[src/design/rpfc_pkg.sv]
// Purpose: Constants, field positions and carrier types of the radio protocol/filter config bank.
// Assumes: Eight-bit registers at their printed byte offsets on a plain strobe port.
// Notes: Bits not listed read as zero.
package rpfc_pkg;
	localparam logic [7:0] OFS_TIMEOUT_LDC = 8'h39;
	localparam logic [7:0] OFS_ACCESS = 8'h3A;
	localparam logic [7:0] OFS_ACK_RETX = 8'h3B;
	localparam logic [7:0] OFS_RX_FULL_THR = 8'h3C;
	localparam logic [7:0] OFS_RX_EMPTY_THR = 8'h3D;
	localparam logic [7:0] OFS_TX_FULL_THR = 8'h3E;
	localparam logic [7:0] OFS_TX_EMPTY_THR = 8'h3F;
	localparam logic [7:0] OFS_FILTER_OPT = 8'h40;
	localparam logic [7:0] OFS_SRC_MASK = 8'h41;
	localparam logic [7:0] OFS_GOAL3 = 8'h42;
	localparam logic [7:0] OFS_GOAL2 = 8'h43;
	localparam logic [7:0] OFS_GOAL1 = 8'h44;
	localparam logic [7:0] OFS_GOAL0 = 8'h45;
	localparam logic [7:0] OFS_RX_TMR_COUNT = 8'h46;
	localparam logic [7:0] OFS_RX_TMR_PRESC = 8'h47;
	localparam logic [7:0] RST_TIMEOUT_LDC = 8'h40;
	localparam logic [7:0] RST_ACCESS = 8'h00;
	localparam logic [7:0] RST_ACK_RETX = 8'h08;
	localparam logic [6:0] RST_FIFO_THR = 7'h30;
	localparam logic [7:0] RST_FILTER_OPT = 8'h40;
	localparam logic [7:0] RST_GOAL = 8'h00;
	localparam logic [7:0] RST_RX_TMR_COUNT = 8'h01;
	localparam logic [7:0] RST_RX_TMR_PRESC = 8'h00;
	// Field positions.
	localparam int B_CS_STOP = 7;
	localparam int B_SQI_STOP = 6;
	localparam int B_PQI_STOP = 5;
	localparam int B_SEQ_HI = 4;
	localparam int B_SEQ_LO = 3;
	localparam int B_FIFO_SEL = 2;
	localparam int B_MULT_HI = 1;
	localparam int B_MULT_LO = 0;
	localparam int B_LDC_EN = 7;
	localparam int B_LDC_RELOAD = 6;
	localparam int B_PIGGYBACK = 5;
	localparam int B_SNIFF = 4;
	localparam int B_SEED_RELOAD = 3;
	localparam int B_CSMA = 2;
	localparam int B_CSMA_PERS = 1;
	localparam int B_AUTO_FLT = 0;
	localparam int B_RETX_HI = 7;
	localparam int B_RETX_LO = 4;
	localparam int B_NO_ACK = 3;
	localparam int B_AUTO_ACK = 2;
	localparam int B_PERSISTENT_RECEIVE_EN = 1;
	localparam int B_AND_OR = 6;
	localparam int B_SRC_FLT = 4;
	localparam int B_BCAST_FLT = 3;
	localparam int B_MCAST_FLT = 2;
	localparam int B_OWN_FLT = 1;
	localparam int B_BAD_CHECK_DISCARD_EN = 0;
	localparam logic [7:0] MASK_ACK_RETX = 8'hFE;
	localparam logic [7:0] MASK_FILTER_OPT = 8'h5F;
	localparam logic [14:0] LFSR_TAPS = 15'h6000;

	typedef struct packed {
		logic piggyback_en;
		logic sniff_timer_en;
		logic channel_access_en;
		logic channel_access_persistent_en;
		logic backoff_apply;
		logic no_ack_request_flag;
		logic persistent_receive_en;
		logic [3:0] max_retransmit_count;
		logic [31:0] dual_sync_word;
		logic dual_sync_active;
	} rpfc_cfg_s;

	typedef struct packed {
		logic valid;
		logic [7:0] source;
		logic [7:0] dest;
		logic crc_ok;
		logic ack_req;
	} rpfc_pkt_s;

	typedef enum logic [1:0] {
		RPFC_TMR_IDLE = 2'b01,
		RPFC_TMR_RUN = 2'b10
	} rpfc_tmr_e;
endpackage : rpfc_pkg

[src/design/rpfc_bank.sv]
// Purpose: Protocol, FIFO threshold, packet filter and receive timer configuration bank.
// Assumes: Single clock; all inputs synchronous to clock_i.
// Notes: Register read data appear the cycle after the read strobe.
//
// Chosen here: strobed register access.
`timescale 1ns/1ps
`default_nettype none
module rpfc_bank
	import rpfc_pkg::*;
(
	input wire logic clock_i,
	input wire logic rstn_i,
	input wire logic [7:0] reg_addr_i,
	input wire logic [7:0] reg_wdata_i,
	input wire logic reg_wr_i,
	input wire logic reg_rd_i,
	output logic [7:0] reg_rdata_o,
	input wire logic carrier_sense_i,
	input wire logic sync_quality_i,
	input wire logic preamble_quality_i,
	input wire logic rx_timer_start_i,
	output logic rx_timeout_o,
	output logic rx_timer_stopped_o,
	input wire logic seq_reset_cmd_i,
	input wire logic seq_advance_i,
	output logic [1:0] tx_seq_num_o,
	input wire logic [7:0] rx_fifo_level_i,
	input wire logic [7:0] tx_fifo_level_i,
	output logic fifo_almost_full_pin_o,
	output logic fifo_almost_empty_pin_o,
	input wire logic [15:0] wake_base_period_i,
	input wire logic sync_detect_i,
	output logic wake_pulse_o,
	input wire logic [14:0] backoff_seed_value_i,
	input wire logic backoff_start_i,
	output logic [14:0] backoff_random_o,
	input wire logic dual_sync_sel_i,
	input wire rpfc_pkt_s pkt_i,
	output logic pkt_accept_o,
	output logic pkt_discard_o,
	output logic ack_send_o,
	input wire logic tx_new_packet_i,
	input wire logic ack_timeout_i,
	output logic retransmit_o,
	output logic retx_exhausted_o,
	output rpfc_cfg_s cfg_o
);
	// ==========================================================
	// Register storage
	// ==========================================================
	logic [7:0] timeout_ldc_ctrl;
	logic [7:0] access_ctrl;
	logic [7:0] ack_retx_ctrl;
	logic [6:0] rx_almost_full_level;
	logic [6:0] rx_almost_empty_level;
	logic [6:0] tx_almost_full_level;
	logic [6:0] tx_almost_empty_level;
	logic [7:0] filter_options;
	logic [7:0] source_address_mask;
	logic [7:0] goal [4];
	logic [7:0] rx_timeout_count;
	logic [7:0] rx_timeout_prescale;

	function automatic logic hit(input logic [7:0] addr, input logic [7:0] ofs);
		hit = (addr == ofs);
	endfunction : hit

	always_ff @(posedge clock_i) begin
		if (!rstn_i) begin
			timeout_ldc_ctrl <= RST_TIMEOUT_LDC;
			access_ctrl <= RST_ACCESS;
			ack_retx_ctrl <= RST_ACK_RETX;
			filter_options <= RST_FILTER_OPT;
			source_address_mask <= RST_GOAL;
			rx_timeout_count <= RST_RX_TMR_COUNT;
			rx_timeout_prescale <= RST_RX_TMR_PRESC;
		end else if (reg_wr_i) begin
			if (hit(reg_addr_i, OFS_TIMEOUT_LDC)) timeout_ldc_ctrl <= reg_wdata_i;
			if (hit(reg_addr_i, OFS_ACCESS)) access_ctrl <= reg_wdata_i;
			if (hit(reg_addr_i, OFS_ACK_RETX)) ack_retx_ctrl <= reg_wdata_i & MASK_ACK_RETX;
			if (hit(reg_addr_i, OFS_FILTER_OPT)) filter_options <= reg_wdata_i & MASK_FILTER_OPT;
			if (hit(reg_addr_i, OFS_SRC_MASK)) source_address_mask <= reg_wdata_i;
			if (hit(reg_addr_i, OFS_RX_TMR_COUNT)) rx_timeout_count <= reg_wdata_i;
			if (hit(reg_addr_i, OFS_RX_TMR_PRESC)) rx_timeout_prescale <= reg_wdata_i;
		end
	end

	// Threshold registers keep bit seven reserved.
	always_ff @(posedge clock_i) begin
		if (!rstn_i) begin
			rx_almost_full_level <= RST_FIFO_THR;
			rx_almost_empty_level <= RST_FIFO_THR;
			tx_almost_full_level <= RST_FIFO_THR;
			tx_almost_empty_level <= RST_FIFO_THR;
		end else if (reg_wr_i) begin
			if (hit(reg_addr_i, OFS_RX_FULL_THR)) rx_almost_full_level <= reg_wdata_i[6:0];
			if (hit(reg_addr_i, OFS_RX_EMPTY_THR)) rx_almost_empty_level <= reg_wdata_i[6:0];
			if (hit(reg_addr_i, OFS_TX_FULL_THR)) tx_almost_full_level <= reg_wdata_i[6:0];
			if (hit(reg_addr_i, OFS_TX_EMPTY_THR)) tx_almost_empty_level <= reg_wdata_i[6:0];
		end
	end

	// Goal registers occupy four consecutive offsets, byte three first.
	for (genvar g = 0; g < 4; g++) begin : g_goal
		always_ff @(posedge clock_i) begin
			if (!rstn_i) begin
				goal[g] <= RST_GOAL;
			end else if (reg_wr_i && hit(reg_addr_i, OFS_GOAL0 - 8'(g))) begin
				goal[g] <= reg_wdata_i;
			end
		end
	end

	// ==========================================================
	// Read port
	// ==========================================================
	logic [7:0] read_mux;
	always_comb begin
		unique case (reg_addr_i)
			OFS_TIMEOUT_LDC: read_mux = timeout_ldc_ctrl;
			OFS_ACCESS: read_mux = access_ctrl;
			OFS_ACK_RETX: read_mux = ack_retx_ctrl;
			OFS_RX_FULL_THR: read_mux = {1'b0, rx_almost_full_level};
			OFS_RX_EMPTY_THR: read_mux = {1'b0, rx_almost_empty_level};
			OFS_TX_FULL_THR: read_mux = {1'b0, tx_almost_full_level};
			OFS_TX_EMPTY_THR: read_mux = {1'b0, tx_almost_empty_level};
			OFS_FILTER_OPT: read_mux = filter_options;
			OFS_SRC_MASK: read_mux = source_address_mask;
			OFS_GOAL3: read_mux = goal[3];
			OFS_GOAL2: read_mux = goal[2];
			OFS_GOAL1: read_mux = goal[1];
			OFS_GOAL0: read_mux = goal[0];
			OFS_RX_TMR_COUNT: read_mux = rx_timeout_count;
			OFS_RX_TMR_PRESC: read_mux = rx_timeout_prescale;
			default: read_mux = 8'h00;
		endcase
	end

	always_ff @(posedge clock_i) begin
		if (!rstn_i) reg_rdata_o <= 8'h00;
		else if (reg_rd_i) reg_rdata_o <= read_mux;
		else reg_rdata_o <= 8'h00;
	end

	// ==========================================================
	// Configuration outputs
	// ==========================================================
	logic auto_packet_filter_en;
	assign auto_packet_filter_en = access_ctrl[B_AUTO_FLT];
	always_comb begin
		cfg_o.piggyback_en = access_ctrl[B_PIGGYBACK];
		cfg_o.sniff_timer_en = access_ctrl[B_SNIFF];
		cfg_o.channel_access_en = access_ctrl[B_CSMA];
		cfg_o.channel_access_persistent_en = access_ctrl[B_CSMA_PERS];
		cfg_o.backoff_apply = access_ctrl[B_CSMA] & ~access_ctrl[B_CSMA_PERS];
		cfg_o.no_ack_request_flag = ack_retx_ctrl[B_NO_ACK];
		cfg_o.persistent_receive_en = ack_retx_ctrl[B_PERSISTENT_RECEIVE_EN];
		cfg_o.max_retransmit_count = ack_retx_ctrl[B_RETX_HI:B_RETX_LO];
		cfg_o.dual_sync_active = dual_sync_sel_i;
		cfg_o.dual_sync_word = dual_sync_sel_i ? {goal[3], goal[2], goal[1], goal[0]} : 32'h0;
	end

	// ==========================================================
	// Receive timeout stop condition and timer
	// ==========================================================
	logic [2:0] stop_en;
	logic [2:0] stop_ind;
	logic stop_cond;
	assign stop_en = timeout_ldc_ctrl[B_CS_STOP:B_PQI_STOP];
	assign stop_ind = {carrier_sense_i, sync_quality_i, preamble_quality_i};
	// With nothing enabled the timeout is never stopped, in either mode.
	assign stop_cond = (stop_en != 3'h0) && (filter_options[B_AND_OR] ?
		|(stop_en & stop_ind) : &(~stop_en | stop_ind));

	rpfc_tmr_e tmr_state;
	logic [7:0] presc_cnt;
	logic [7:0] tick_cnt;
	always_ff @(posedge clock_i) begin
		if (!rstn_i) begin
			tmr_state <= RPFC_TMR_IDLE;
			presc_cnt <= 8'h00;
			tick_cnt <= 8'h00;
			rx_timeout_o <= 1'b0;
			rx_timer_stopped_o <= 1'b0;
		end else begin
			rx_timeout_o <= 1'b0;
			rx_timer_stopped_o <= 1'b0;
			unique case (tmr_state)
				RPFC_TMR_IDLE: begin
					// A zero count leaves the receiver without a timeout.
					if (rx_timer_start_i && rx_timeout_count != 8'h00) begin
						tmr_state <= RPFC_TMR_RUN;
						presc_cnt <= 8'h00;
						tick_cnt <= 8'h00;
					end
				end
				RPFC_TMR_RUN: begin
					if (stop_cond) begin
						tmr_state <= RPFC_TMR_IDLE;
						rx_timer_stopped_o <= 1'b1;
					end else if (presc_cnt == rx_timeout_prescale) begin
						presc_cnt <= 8'h00;
						if (tick_cnt == rx_timeout_count - 8'h01) begin
							tmr_state <= RPFC_TMR_IDLE;
							rx_timeout_o <= 1'b1;
						end
						tick_cnt <= tick_cnt + 8'h01;
					end else begin
						presc_cnt <= presc_cnt + 8'h01;
					end
				end
			endcase
		end
	end

	// ==========================================================
	// Sequence number, FIFO level pin
	// ==========================================================
	always_ff @(posedge clock_i) begin
		if (!rstn_i) tx_seq_num_o <= 2'h0;
		else if (seq_reset_cmd_i) tx_seq_num_o <= timeout_ldc_ctrl[B_SEQ_HI:B_SEQ_LO];
		else if (seq_advance_i) tx_seq_num_o <= tx_seq_num_o + 2'h1;
	end

	always_ff @(posedge clock_i) begin
		if (!rstn_i) begin
			fifo_almost_full_pin_o <= 1'b0;
			fifo_almost_empty_pin_o <= 1'b0;
		end else if (timeout_ldc_ctrl[B_FIFO_SEL]) begin
			fifo_almost_full_pin_o <= tx_fifo_level_i >= {1'b0, tx_almost_full_level};
			fifo_almost_empty_pin_o <= tx_fifo_level_i <= {1'b0, tx_almost_empty_level};
		end else begin
			fifo_almost_full_pin_o <= rx_fifo_level_i >= {1'b0, rx_almost_full_level};
			fifo_almost_empty_pin_o <= rx_fifo_level_i <= {1'b0, rx_almost_empty_level};
		end
	end

	// ==========================================================
	// Low duty cycle wake timer
	// ==========================================================
	logic [18:0] wake_period;
	logic [18:0] wake_cnt;
	assign wake_period = {3'h0, wake_base_period_i} << timeout_ldc_ctrl[B_MULT_HI:B_MULT_LO];
	always_ff @(posedge clock_i) begin
		if (!rstn_i) begin
			wake_cnt <= 19'h0;
			wake_pulse_o <= 1'b0;
		end else if (!access_ctrl[B_LDC_EN]) begin
			wake_cnt <= 19'h0;
			wake_pulse_o <= 1'b0;
		end else if (access_ctrl[B_LDC_RELOAD] && sync_detect_i) begin
			wake_cnt <= 19'h0;
			wake_pulse_o <= 1'b0;
		end else if (wake_cnt + 19'h1 >= wake_period) begin
			wake_cnt <= 19'h0;
			wake_pulse_o <= 1'b1;
		end else begin
			wake_cnt <= wake_cnt + 19'h1;
			wake_pulse_o <= 1'b0;
		end
	end

	// ==========================================================
	// Back-off random generator
	// ==========================================================
	always_ff @(posedge clock_i) begin
		if (!rstn_i) backoff_random_o <= 15'h0001;
		else if (backoff_start_i && access_ctrl[B_SEED_RELOAD])
			backoff_random_o <= backoff_seed_value_i;
		else
			backoff_random_o <= {backoff_random_o[13:0], ^(backoff_random_o & LFSR_TAPS)};
	end

	// ==========================================================
	// Received packet filter and acknowledgment
	// ==========================================================
	logic addr_any_en;
	logic addr_ok;
	logic src_ok;
	logic crc_ok;
	logic accept;
	assign addr_any_en = |filter_options[B_BCAST_FLT:B_OWN_FLT];
	assign addr_ok = !addr_any_en || dual_sync_sel_i
		|| (filter_options[B_BCAST_FLT] && pkt_i.dest == goal[2])
		|| (filter_options[B_MCAST_FLT] && pkt_i.dest == goal[1])
		|| (filter_options[B_OWN_FLT] && pkt_i.dest == goal[3]);
	assign src_ok = !filter_options[B_SRC_FLT] || dual_sync_sel_i
		|| ((pkt_i.source & source_address_mask) == (goal[3] & source_address_mask));
	assign crc_ok = !filter_options[B_BAD_CHECK_DISCARD_EN] || pkt_i.crc_ok;
	assign accept = !auto_packet_filter_en || (addr_ok && src_ok && crc_ok);

	always_ff @(posedge clock_i) begin
		if (!rstn_i) begin
			pkt_accept_o <= 1'b0;
			pkt_discard_o <= 1'b0;
			ack_send_o <= 1'b0;
		end else begin
			pkt_accept_o <= pkt_i.valid && accept;
			pkt_discard_o <= pkt_i.valid && !accept;
			ack_send_o <= pkt_i.valid && accept && pkt_i.ack_req && ack_retx_ctrl[B_AUTO_ACK];
		end
	end

	// ==========================================================
	// Retransmission counter
	// ==========================================================
	logic [3:0] retx_cnt;
	always_ff @(posedge clock_i) begin
		if (!rstn_i) begin
			retx_cnt <= 4'h0;
			retransmit_o <= 1'b0;
			retx_exhausted_o <= 1'b0;
		end else if (tx_new_packet_i) begin
			retx_cnt <= 4'h0;
			retransmit_o <= 1'b0;
			retx_exhausted_o <= 1'b0;
		end else if (ack_timeout_i) begin
			if (retx_cnt < ack_retx_ctrl[B_RETX_HI:B_RETX_LO]) begin
				retx_cnt <= retx_cnt + 4'h1;
				retransmit_o <= 1'b1;
			end else begin
				retransmit_o <= 1'b0;
				retx_exhausted_o <= 1'b1;
			end
		end else begin
			retransmit_o <= 1'b0;
		end
	end
endmodule : rpfc_bank
`default_nettype wire

[config.mk]
export PLATFORM = sky130hd
export DESIGN_NAME = rpfc_bank
export DESIGN_NICKNAME = d
export VERILOG_FILES = /design/src/design/rpfc_pkg.sv /design/src/design/rpfc_bank.sv
export SDC_FILE = /design/constraint.sdc
export NUM_CORES = 1
export LEC_CHECK = 0
export BUFFER_PORTS_ARGS = -buffer_cell sky130_fd_sc_hd__buf_2
export CAP_MARGIN = 15
export CORE_AREA = 8 8 222 224
export CTS_BUF_LIST = sky130_fd_sc_hd__clkbuf_16
export DETAILED_ROUTE_END_ITERATION = 8
export DIE_AREA = 0 0 230 232
export SLEW_MARGIN = 20
export SYNTH_ARGS = -nofsm -noshare
export SYNTH_HDL_FRONTEND = slang
export SYNTH_SLANG_ARGS = --single-unit
export TNS_END_PERCENT = 1
[constraint.sdc]
create_clock -name clock_i -period 6.4 [get_ports clock_i]
set_input_delay 1.28 -clock clock_i [delete_from_list [all_inputs] [get_ports clock_i]]
set_output_delay 1.28 -clock clock_i [all_outputs]
set_load 0.05 [all_outputs]
==> metrics.yaml, run 1 <==
timing:
  drv_slew: 0
  max_freq_mhz: 274
  hold_viol: 0
  tightestPinTransition_ps: 1080
  relSlewSlack_pct: 27.7
  rsz0062_at_grt: "no"
  min_period_ps: 3640
  fin_setup_tns_ps: 0
  setup_viol: 0
  fin_crit_sh_pct: 56.9
  skew_ps: 13.0
logic_synthesis:
  synth_ff_type: "dfxtp_1"
  synth.avg_cell_area_um2: 9.10
  synth-seq-cells: 189
  yosys_warnings: 0
  async_reset_ff_share_pct: 0
  synth-edff-count: 32
  synth_cell_types: 65
  synth_seq_area_share_pct: 37.9
  synth_compound_area_share_pct: 12.1
  synthSimpleGateAreaFrac_pct: 21.1
  yosys-mux-area-fraction_pct: 10.8
  synth_area_leaders: "dfxtp_1, edfxtp_1, ha_1, mux2i_1, xor2_1"
  yosys.area.top_type: "dfxtp_1"
  synth_nets: 1342
  syn_area_mm2: 0.0108
  synthAdderAreaFrac_pct: 6.36
  synth_top_family_by_area: "simple AND/OR/NAND/NOR gates"
  synth_xor_area_share_pct: 6.88
  synth_top_area_share_pct: 29.0
  synthCells: 1190
cells_and_area:
  final_cell_mix: "buf_2, dfxtp_1, nor2_1, nand2_1, a21oi_1"
  drive_gt1_share_pct: 19.7
  final_common_cell: "buf_2"
  syn_to_final_growth_pct: 17.9
  post_layout_nonfiller_instances: 1941
  fill_cells: 4871
  layout.nets: 1469
cts:
  cts_tree: "built"
  cts_htree_levels: 4
  ctsResizeCount: 0
  postCtsSetupBuffers: 0
  cts_buffers: 17
  cts-hold-fix-buffers: 0
  worstSkewPairLatency_ps: 450
  ctsRootBufferMaster: "clkbuf_16"
  clk_path_buf_depth: 2
  clkTransAtPathRegs_ps: 80
  cts.sinks: 189
placement:
  place.gp.congestion: 0.923
  dp.final_hpwl_um: 27800
  port_buffers: 175
  dp_cells: 1905
global_route:
  antenna_found_initial: 7
  grt_pass1_vias: 9046
  gr-usage-all-layers_pct: 13.0
  grt_start_max_net_pins: 55
  grt-ovfl-total: 0
  grt_first_pass_wirelength_um: 53900
setup_path:
  reg2reg_slack_ps: 2760
  slowest_delay_ps: 970
  crit_type: "reg -> reg"
  critPathMaxFanout: 22
  arrival_ps: 4020
  crit_chain: "inv_1 > and3_1 > ha_1 > nand2b_1 > a211oi_1 > o31ai_1 > a21oi_1 > nand2_1 > nor2b_1"
  endpoint_kind: "flip-flop"
  worstSetupStartpointType: "flip-flop"
  cpMaxStageDelayCell: "dfxtp_1"
  r2r_cells: 9
  worstPathRequired_ps: 6780
  rr_endpoint: "wake_cnt[12]"
  r2r-start: "timeout_ldc_ctrl[0]"
route:
  vias_per_cell: 4.85
  drtIter0Drc: 950
  drt-wirelength-per-cell_um: 18.5
  ant_nets: 0
  wirelength_um: 35900
  drc_errors: 0
  dr.pass1.iters: 6
  num_vias: 9415
power:
  ir_drop_mv: 0.160
  p_switching_w: 0.000778
  switching_share_pct: 29.6
  power.share.clock_pct: 41.1
  p_int_w: 0.00185
  p_leak_nw: 5.15
  p_comb_share_pct: 11.4
  power_density_mw_per_mm2: 206
  p_seq_share_pct: 47.5
  power_w: 0.00263
floorplanning:
  coreArea_mm2: 0.0459
  die_w_um: 230
  fp-row-count: 79
  start_util_pct: 23.6
  die_y_um: 232
  dieArea_mm2: 0.0534
  pin_count: 176
hold_path:
  hp-class: "reg -> reg"
  hold_depth: 2
  min_from: "backoff_random_o[4]"
  worstHoldEndpoint: "backoff_random_o[5]"
outcome:
  outcome: "finished clean"
flow_run:
  cap_violations: 0
## cell type report
class | instances | area, µm² | share of cell area (%)
multi-input combinational | 878 | 6200 | 48.6
sequential | 189 | 4100 | 32.1
timing repair buffer | 178 | 898 | 7.04
tap | 607 | 759 | 5.95
clock buffer | 17 | 425 | 3.33
inverter | 53 | 199 | 1.56
clock inverter | 15 | 166 | 1.30
antenna | 4 | 10.0 | 0.0784
## worst max path at each step
stage | start | endpoint | slack, ps | cells past startpoint
2_1_floorplan | reg_addr_i[3] | goal[3][0] | 3120 | 3
3_3_place_gp | reg_addr_i[0] | goal[0][5] | 2300 | 4
3_5_place_dp | reg_addr_i[1] | goal[3][3] | 2140 | 4
4_1_cts | reg_addr_i[1] | goal[3][0] | 2670 | 4
5_1_grt | timeout_ldc_ctrl[0] | wake_cnt[10] | 2420 | 9
6_report | timeout_ldc_ctrl[0] | wake_cnt[12] | 2760 | 9
## cell usage after synthesis, types with 3 or more instances
library cell	number
dfxtp_1	157
mux4_2	17
ha_1	55
a31oi_1	8
nor2_1	106
or2_2	4
nand4_1	15
nand3_1	19
and3_1	24
buf_2	11
nor3b_1	6
buf_1	5
xnor2_1	32
clkbuf_1	40
a211oi_1	10
nor4_1	3
o31ai_1	3
and2_1	69
mux2i_1	66
a22o_1	5
nand2_1	106
o21a_1	5
o21ai_0	45
a22oi_1	17
or3_1	5
mux2_2	11
a32oi_1	3
o22ai_1	5
nor3_1	10
buf_4	12
nor4b_1	5
nand2b_1	11
xor2_1	53
a21o_1	8
edfxtp_1	32
and4_1	4
inv_1	53
a21oi_1	77
nor4_2	4
nor2b_1	20
a222oi_1	3
o211ai_1	12
## metal layers
metal | vias up | track usage (%) | routed length [µm]
li1 | 4433 | - | -
met3 | 51 | 3.71 | 2880
met1 | 4550 | 17.5 | 16200
met4 | 2 | 2.95 | 619
met2 | 379 | 20.5 | 16200
met5 | - | 0 | 11
## cell families after synthesis
family | Yosys count
XOR/XNOR | 85
multiplexers | 94
AND/OR/NAND/NOR | 431
buffers and inverters | 123
flip-flops | 189
adder cells (fa/ha/maj) | 55
AO/OA/AOI/OAI | 213
## power groups by stage
stage | Sequential, W | Clock, W | Combinational, W
after CTS | 0.00125 | 0.00111 | 0.000299
after global routing | 0.00125 | 0.00116 | 0.000324
after detailed placement | 0.00128 | 0 | 0.000297
after global placement | 0.00128 | 0 | 0.000292
final | 0.00125 | 0.00108 | 0.000300
after floorplan | 0.00128 | 0 | 0.000185
## sequential cells by signal, indices dropped and copies added (netlist names), 7 cells and up
signal	cells
goal	32
wake_cnt	19
backoff_random_o	15
access_ctrl	8
presc_cnt	8
reg_rdata_o	8
rx_timeout_count	8
rx_timeout_prescale	8
source_address_mask	8
tick_cnt	8
timeout_ldc_ctrl	8
ack_retx_ctrl	7
rx_almost_empty_level	7
rx_almost_full_level	7
tx_almost_empty_level	7
tx_almost_full_level	7
## worst max-delay path: cells and delay by family, from the launching register on
family	cells	cell delay (ps)
buffers and inverters	1	330
and+or+nand+nor	4	960
adders and majority gates	1	270
DFF	1	970
AOI/OAI and AO/OA	3	1020
## stage by stage
stage,hold WS [ps],utilization (%),setup WS (ps),area (µm²)
2_1_floorplan,434,-,3120,10800
3_3_place_gp,442,26.5,2300,12200
3_5_place_dp,450,26.5,2140,12200
4_1_cts,463,27.8,2670,12800
5_1_grt,470,27.8,2420,12800
6_report,463,27.8,2760,12800
Note: power is estimated with default switching activity, not from simulation.
==> inputs of run 2 (changes only) <==
--- a/config.mk
+++ b/config.mk
@@ -5,12 +5,13 @@
 export SDC_FILE = /design/constraint.sdc
 export NUM_CORES = 1
 export LEC_CHECK = 0
+export ABC_AREA = 1
 export BUFFER_PORTS_ARGS = -buffer_cell sky130_fd_sc_hd__buf_2
 export CAP_MARGIN = 15
-export CORE_AREA = 8 8 222 224
+export CORE_AREA = 8 8 225 227
 export CTS_BUF_LIST = sky130_fd_sc_hd__clkbuf_16
 export DETAILED_ROUTE_END_ITERATION = 8
-export DIE_AREA = 0 0 230 232
+export DIE_AREA = 0 0 233 235
 export SLEW_MARGIN = 20
 export SYNTH_ARGS = -nofsm -noshare
 export SYNTH_HDL_FRONTEND = slang
==> constraint.sdc (replaced) <==
create_clock -name clock_i -period 3.3 [get_ports clock_i]
set_input_delay 0.66 -clock clock_i [delete_from_list [all_inputs] [get_ports clock_i]]
set_output_delay 0.66 -clock clock_i [all_outputs]
set_load 0.05 [all_outputs]
==> metrics.yaml, run 2 <==
floorplanning:
  dieArea_mm2: 0.0548
  die_w_um: 233
  die_y_um: 235
  start_util_pct: 23.7
  pin_count: 176
  coreArea_mm2: 0.0471
  fp-row-count: 80
global_route:
  grt_first_pass_wirelength_um: 60600
  grtUsageMet2_pct: 22.1
  grt_start_max_net_pins: 67
  grt-busiest-layer: "met2"
  grt-ovfl-total: 0
  grt_use_met1_pct: 18.5
  antenna_found_initial: 2
  grt_pass1_vias: 10785
  gr-usage-all-layers_pct: 13.9
  grtUsageMet3_pct: 3.41
logic_synthesis:
  synth_seq_area_share_pct: 36.8
  synth_nets: 1826
  synth-edff-count: 32
  synth_ff_type: "dfxtp_1"
  yosys_warnings: 0
  synth_area_leaders: "dfxtp_1, nand2_1, edfxtp_1, inv_1, nor2_1"
  synthCells: 1674
  synth_top_area_share_pct: 28.1
  synth_commonest_cells: "nand2_1, inv_1, nor2_1"
  yosys.area.top_type: "dfxtp_1"
  synth_cell_types: 35
  syn_area_mm2: 0.0112
  synth-seq-cells: 189
  yosysMostFrequentCell: "nand2_1"
  async_reset_ff_share_pct: 0
  synth.avg_cell_area_um2: 6.67
cells_and_area:
  drive_gt1_share_pct: 12.6
  regMostFlops: "goal"
  final_cell_mix: "nand2_1, inv_1, nor2_1, buf_2, dfxtp_1"
  largest_register_ffs: 32
  layout.nets: 1967
  largestRegisters: "goal (32), wake_cnt (19), backoff_random_o (15)"
  antenna_cells: 0
  final_common_cell: "nand2_1"
  syn_to_final_growth_pct: 18.4
cts:
  worstSkewPairLatency_ps: 460
  cts_tree: "built"
  clk_path_buf_depth: 2
  ctsResizeCount: 0
  clkTransAtPathRegs_ps: 70
  ctsRootBufferMaster: "clkbuf_16"
  postCtsSetupBuffers: 0
  cts_buffers: 17
  cts.sinks: 189
  cts_htree_levels: 4
  cts-hold-fix-buffers: 0
route:
  drtIter0Drc: 1021
  drc_errors: 0
  drt-wirelength-per-cell_um: 15.8
  wirelength_um: 38600
  vias_per_cell: 4.57
  num_vias: 11157
  ant_nets: 0
  dr.pass1.iters: 5
power:
  p_seq_share_pct: 47.2
  ir_drop_mv: 0.345
  p_comb_share_pct: 11.4
  power_density_mw_per_mm2: 388
  p_leak_nw: 6.25
  p_int_w: 0.00363
  p_switching_w: 0.00150
  power_w: 0.00513
  switching_share_pct: 29.3
  power.share.clock_pct: 41.4
timing:
  tightestPinTransition_ps: 1070
  max_freq_mhz: 345
  relSlewSlack_pct: 28.5
  rsz0062_at_grt: "no"
  fin_ws_ps: 399
  min_period_ps: 2900
  drv_slew: 0
  fin_setup_tns_ps: 0
  hold_viol: 0
  skew_ps: 13.4
  setup_viol: 0
  fin_crit_sh_pct: 87.9
placement:
  dp.final_hpwl_um: 30100
  pre_cts_ws_ps: 423
  port_buffers: 175
  place.gp.congestion: 0.873
setup_path:
  endpoint_kind: "flip-flop"
  arrival_ps: 3300
  worstSetupStartpointType: "flip-flop"
  worstSetupStartpoint: "wake_cnt[0]"
  crit_type: "reg -> reg"
  critPathMaxFanout: 20
  r2r-start: "wake_cnt[0]"
  worstPathRequired_ps: 3700
hold_path:
  hp-class: "in -> reg"
  min_from: "backoff_seed_value_i[0]"
outcome:
  outcome: "finished clean"
flow_run:
  cap_violations: 0
run 2: path summary, 6_finish.rpt:
path                    endpoint  slack [ps]  cells past startpoint
max reg2reg         wake_pulse_o         400                     17
max                 wake_pulse_o         400                     17
min reg2reg    filter_options[0]         480                      2
min          backoff_random_o[0]         430                      3
run 2: worst max-delay path, stage by stage, from the launching register on:
cell	delay (ps)
dfxtp_1	410
ha_1	250
nand3_1	140
nor2_1	220
nand2_1	120
nor2_1	170
nand3_1	110
xor2_1	170
ha_1	320
nand2_1	60
inv_1	80
nand3_1	70
nor2_1	140
nand4_1	100
nand4_1	120
buf_4	240
nand2_1	90
inv_1	60
run 2: stage by stage:
step                      cells  instance area [µm²]  hold slack [ps]  utilization (%)
final                      2443                13200              431             28.0
after floorplan            1674                11200              428                -
after detailed placement   2411                12600              461             26.8
after global placement     2411                12600              453             26.8
after CTS                  2443                13200              410             28.0
after global routing       2443                13200              437             28.0
run 2: layout make-up:
cell class / instances / area, µm²
Multi-Input combinational cell: 1179 / 5860
Inverter: 239 / 897
Clock inverter: 15 / 174
Tap cell: 615 / 769
Fill cell: 5184 / 33900
Clock buffer: 17 / 425
Sequential cell: 189 / 4100
Timing Repair Buffer: 189 / 993
run 2: per-layer routing:
metal / up-vias / part of all wire (%)
li1: 5647 / -
met1: 5117 / 46
met2: 341 / 46
met3: 48 / 6.7
met4: 4 / 1.9
met5: - / 0.057
run 2: cells by family after synthesis:
logic type      count (synthesis)  synth area share (%)
compound gates                287                  13.3
xor+xnor                       36                  2.82
fa+ha+maj                      55                  6.16
buf+inv                       306                  10.8
flops                         189                  36.8
mux                             4                 0.359
simple gates                  797                  29.8
run 2: power by group through the flow:
stage / Sequential, W / Clock [W] / Combinational [W]
finish: 0.00242 / 0.00212 / 0.000587
floorplan: 0.00248 / 0 / 0.000349
global placement: 0.00248 / 0 / 0.000576
CTS: 0.00242 / 0.00219 / 0.000589
detailed placement: 0.00248 / 0 / 0.000587
global route: 0.00243 / 0.00227 / 0.000649
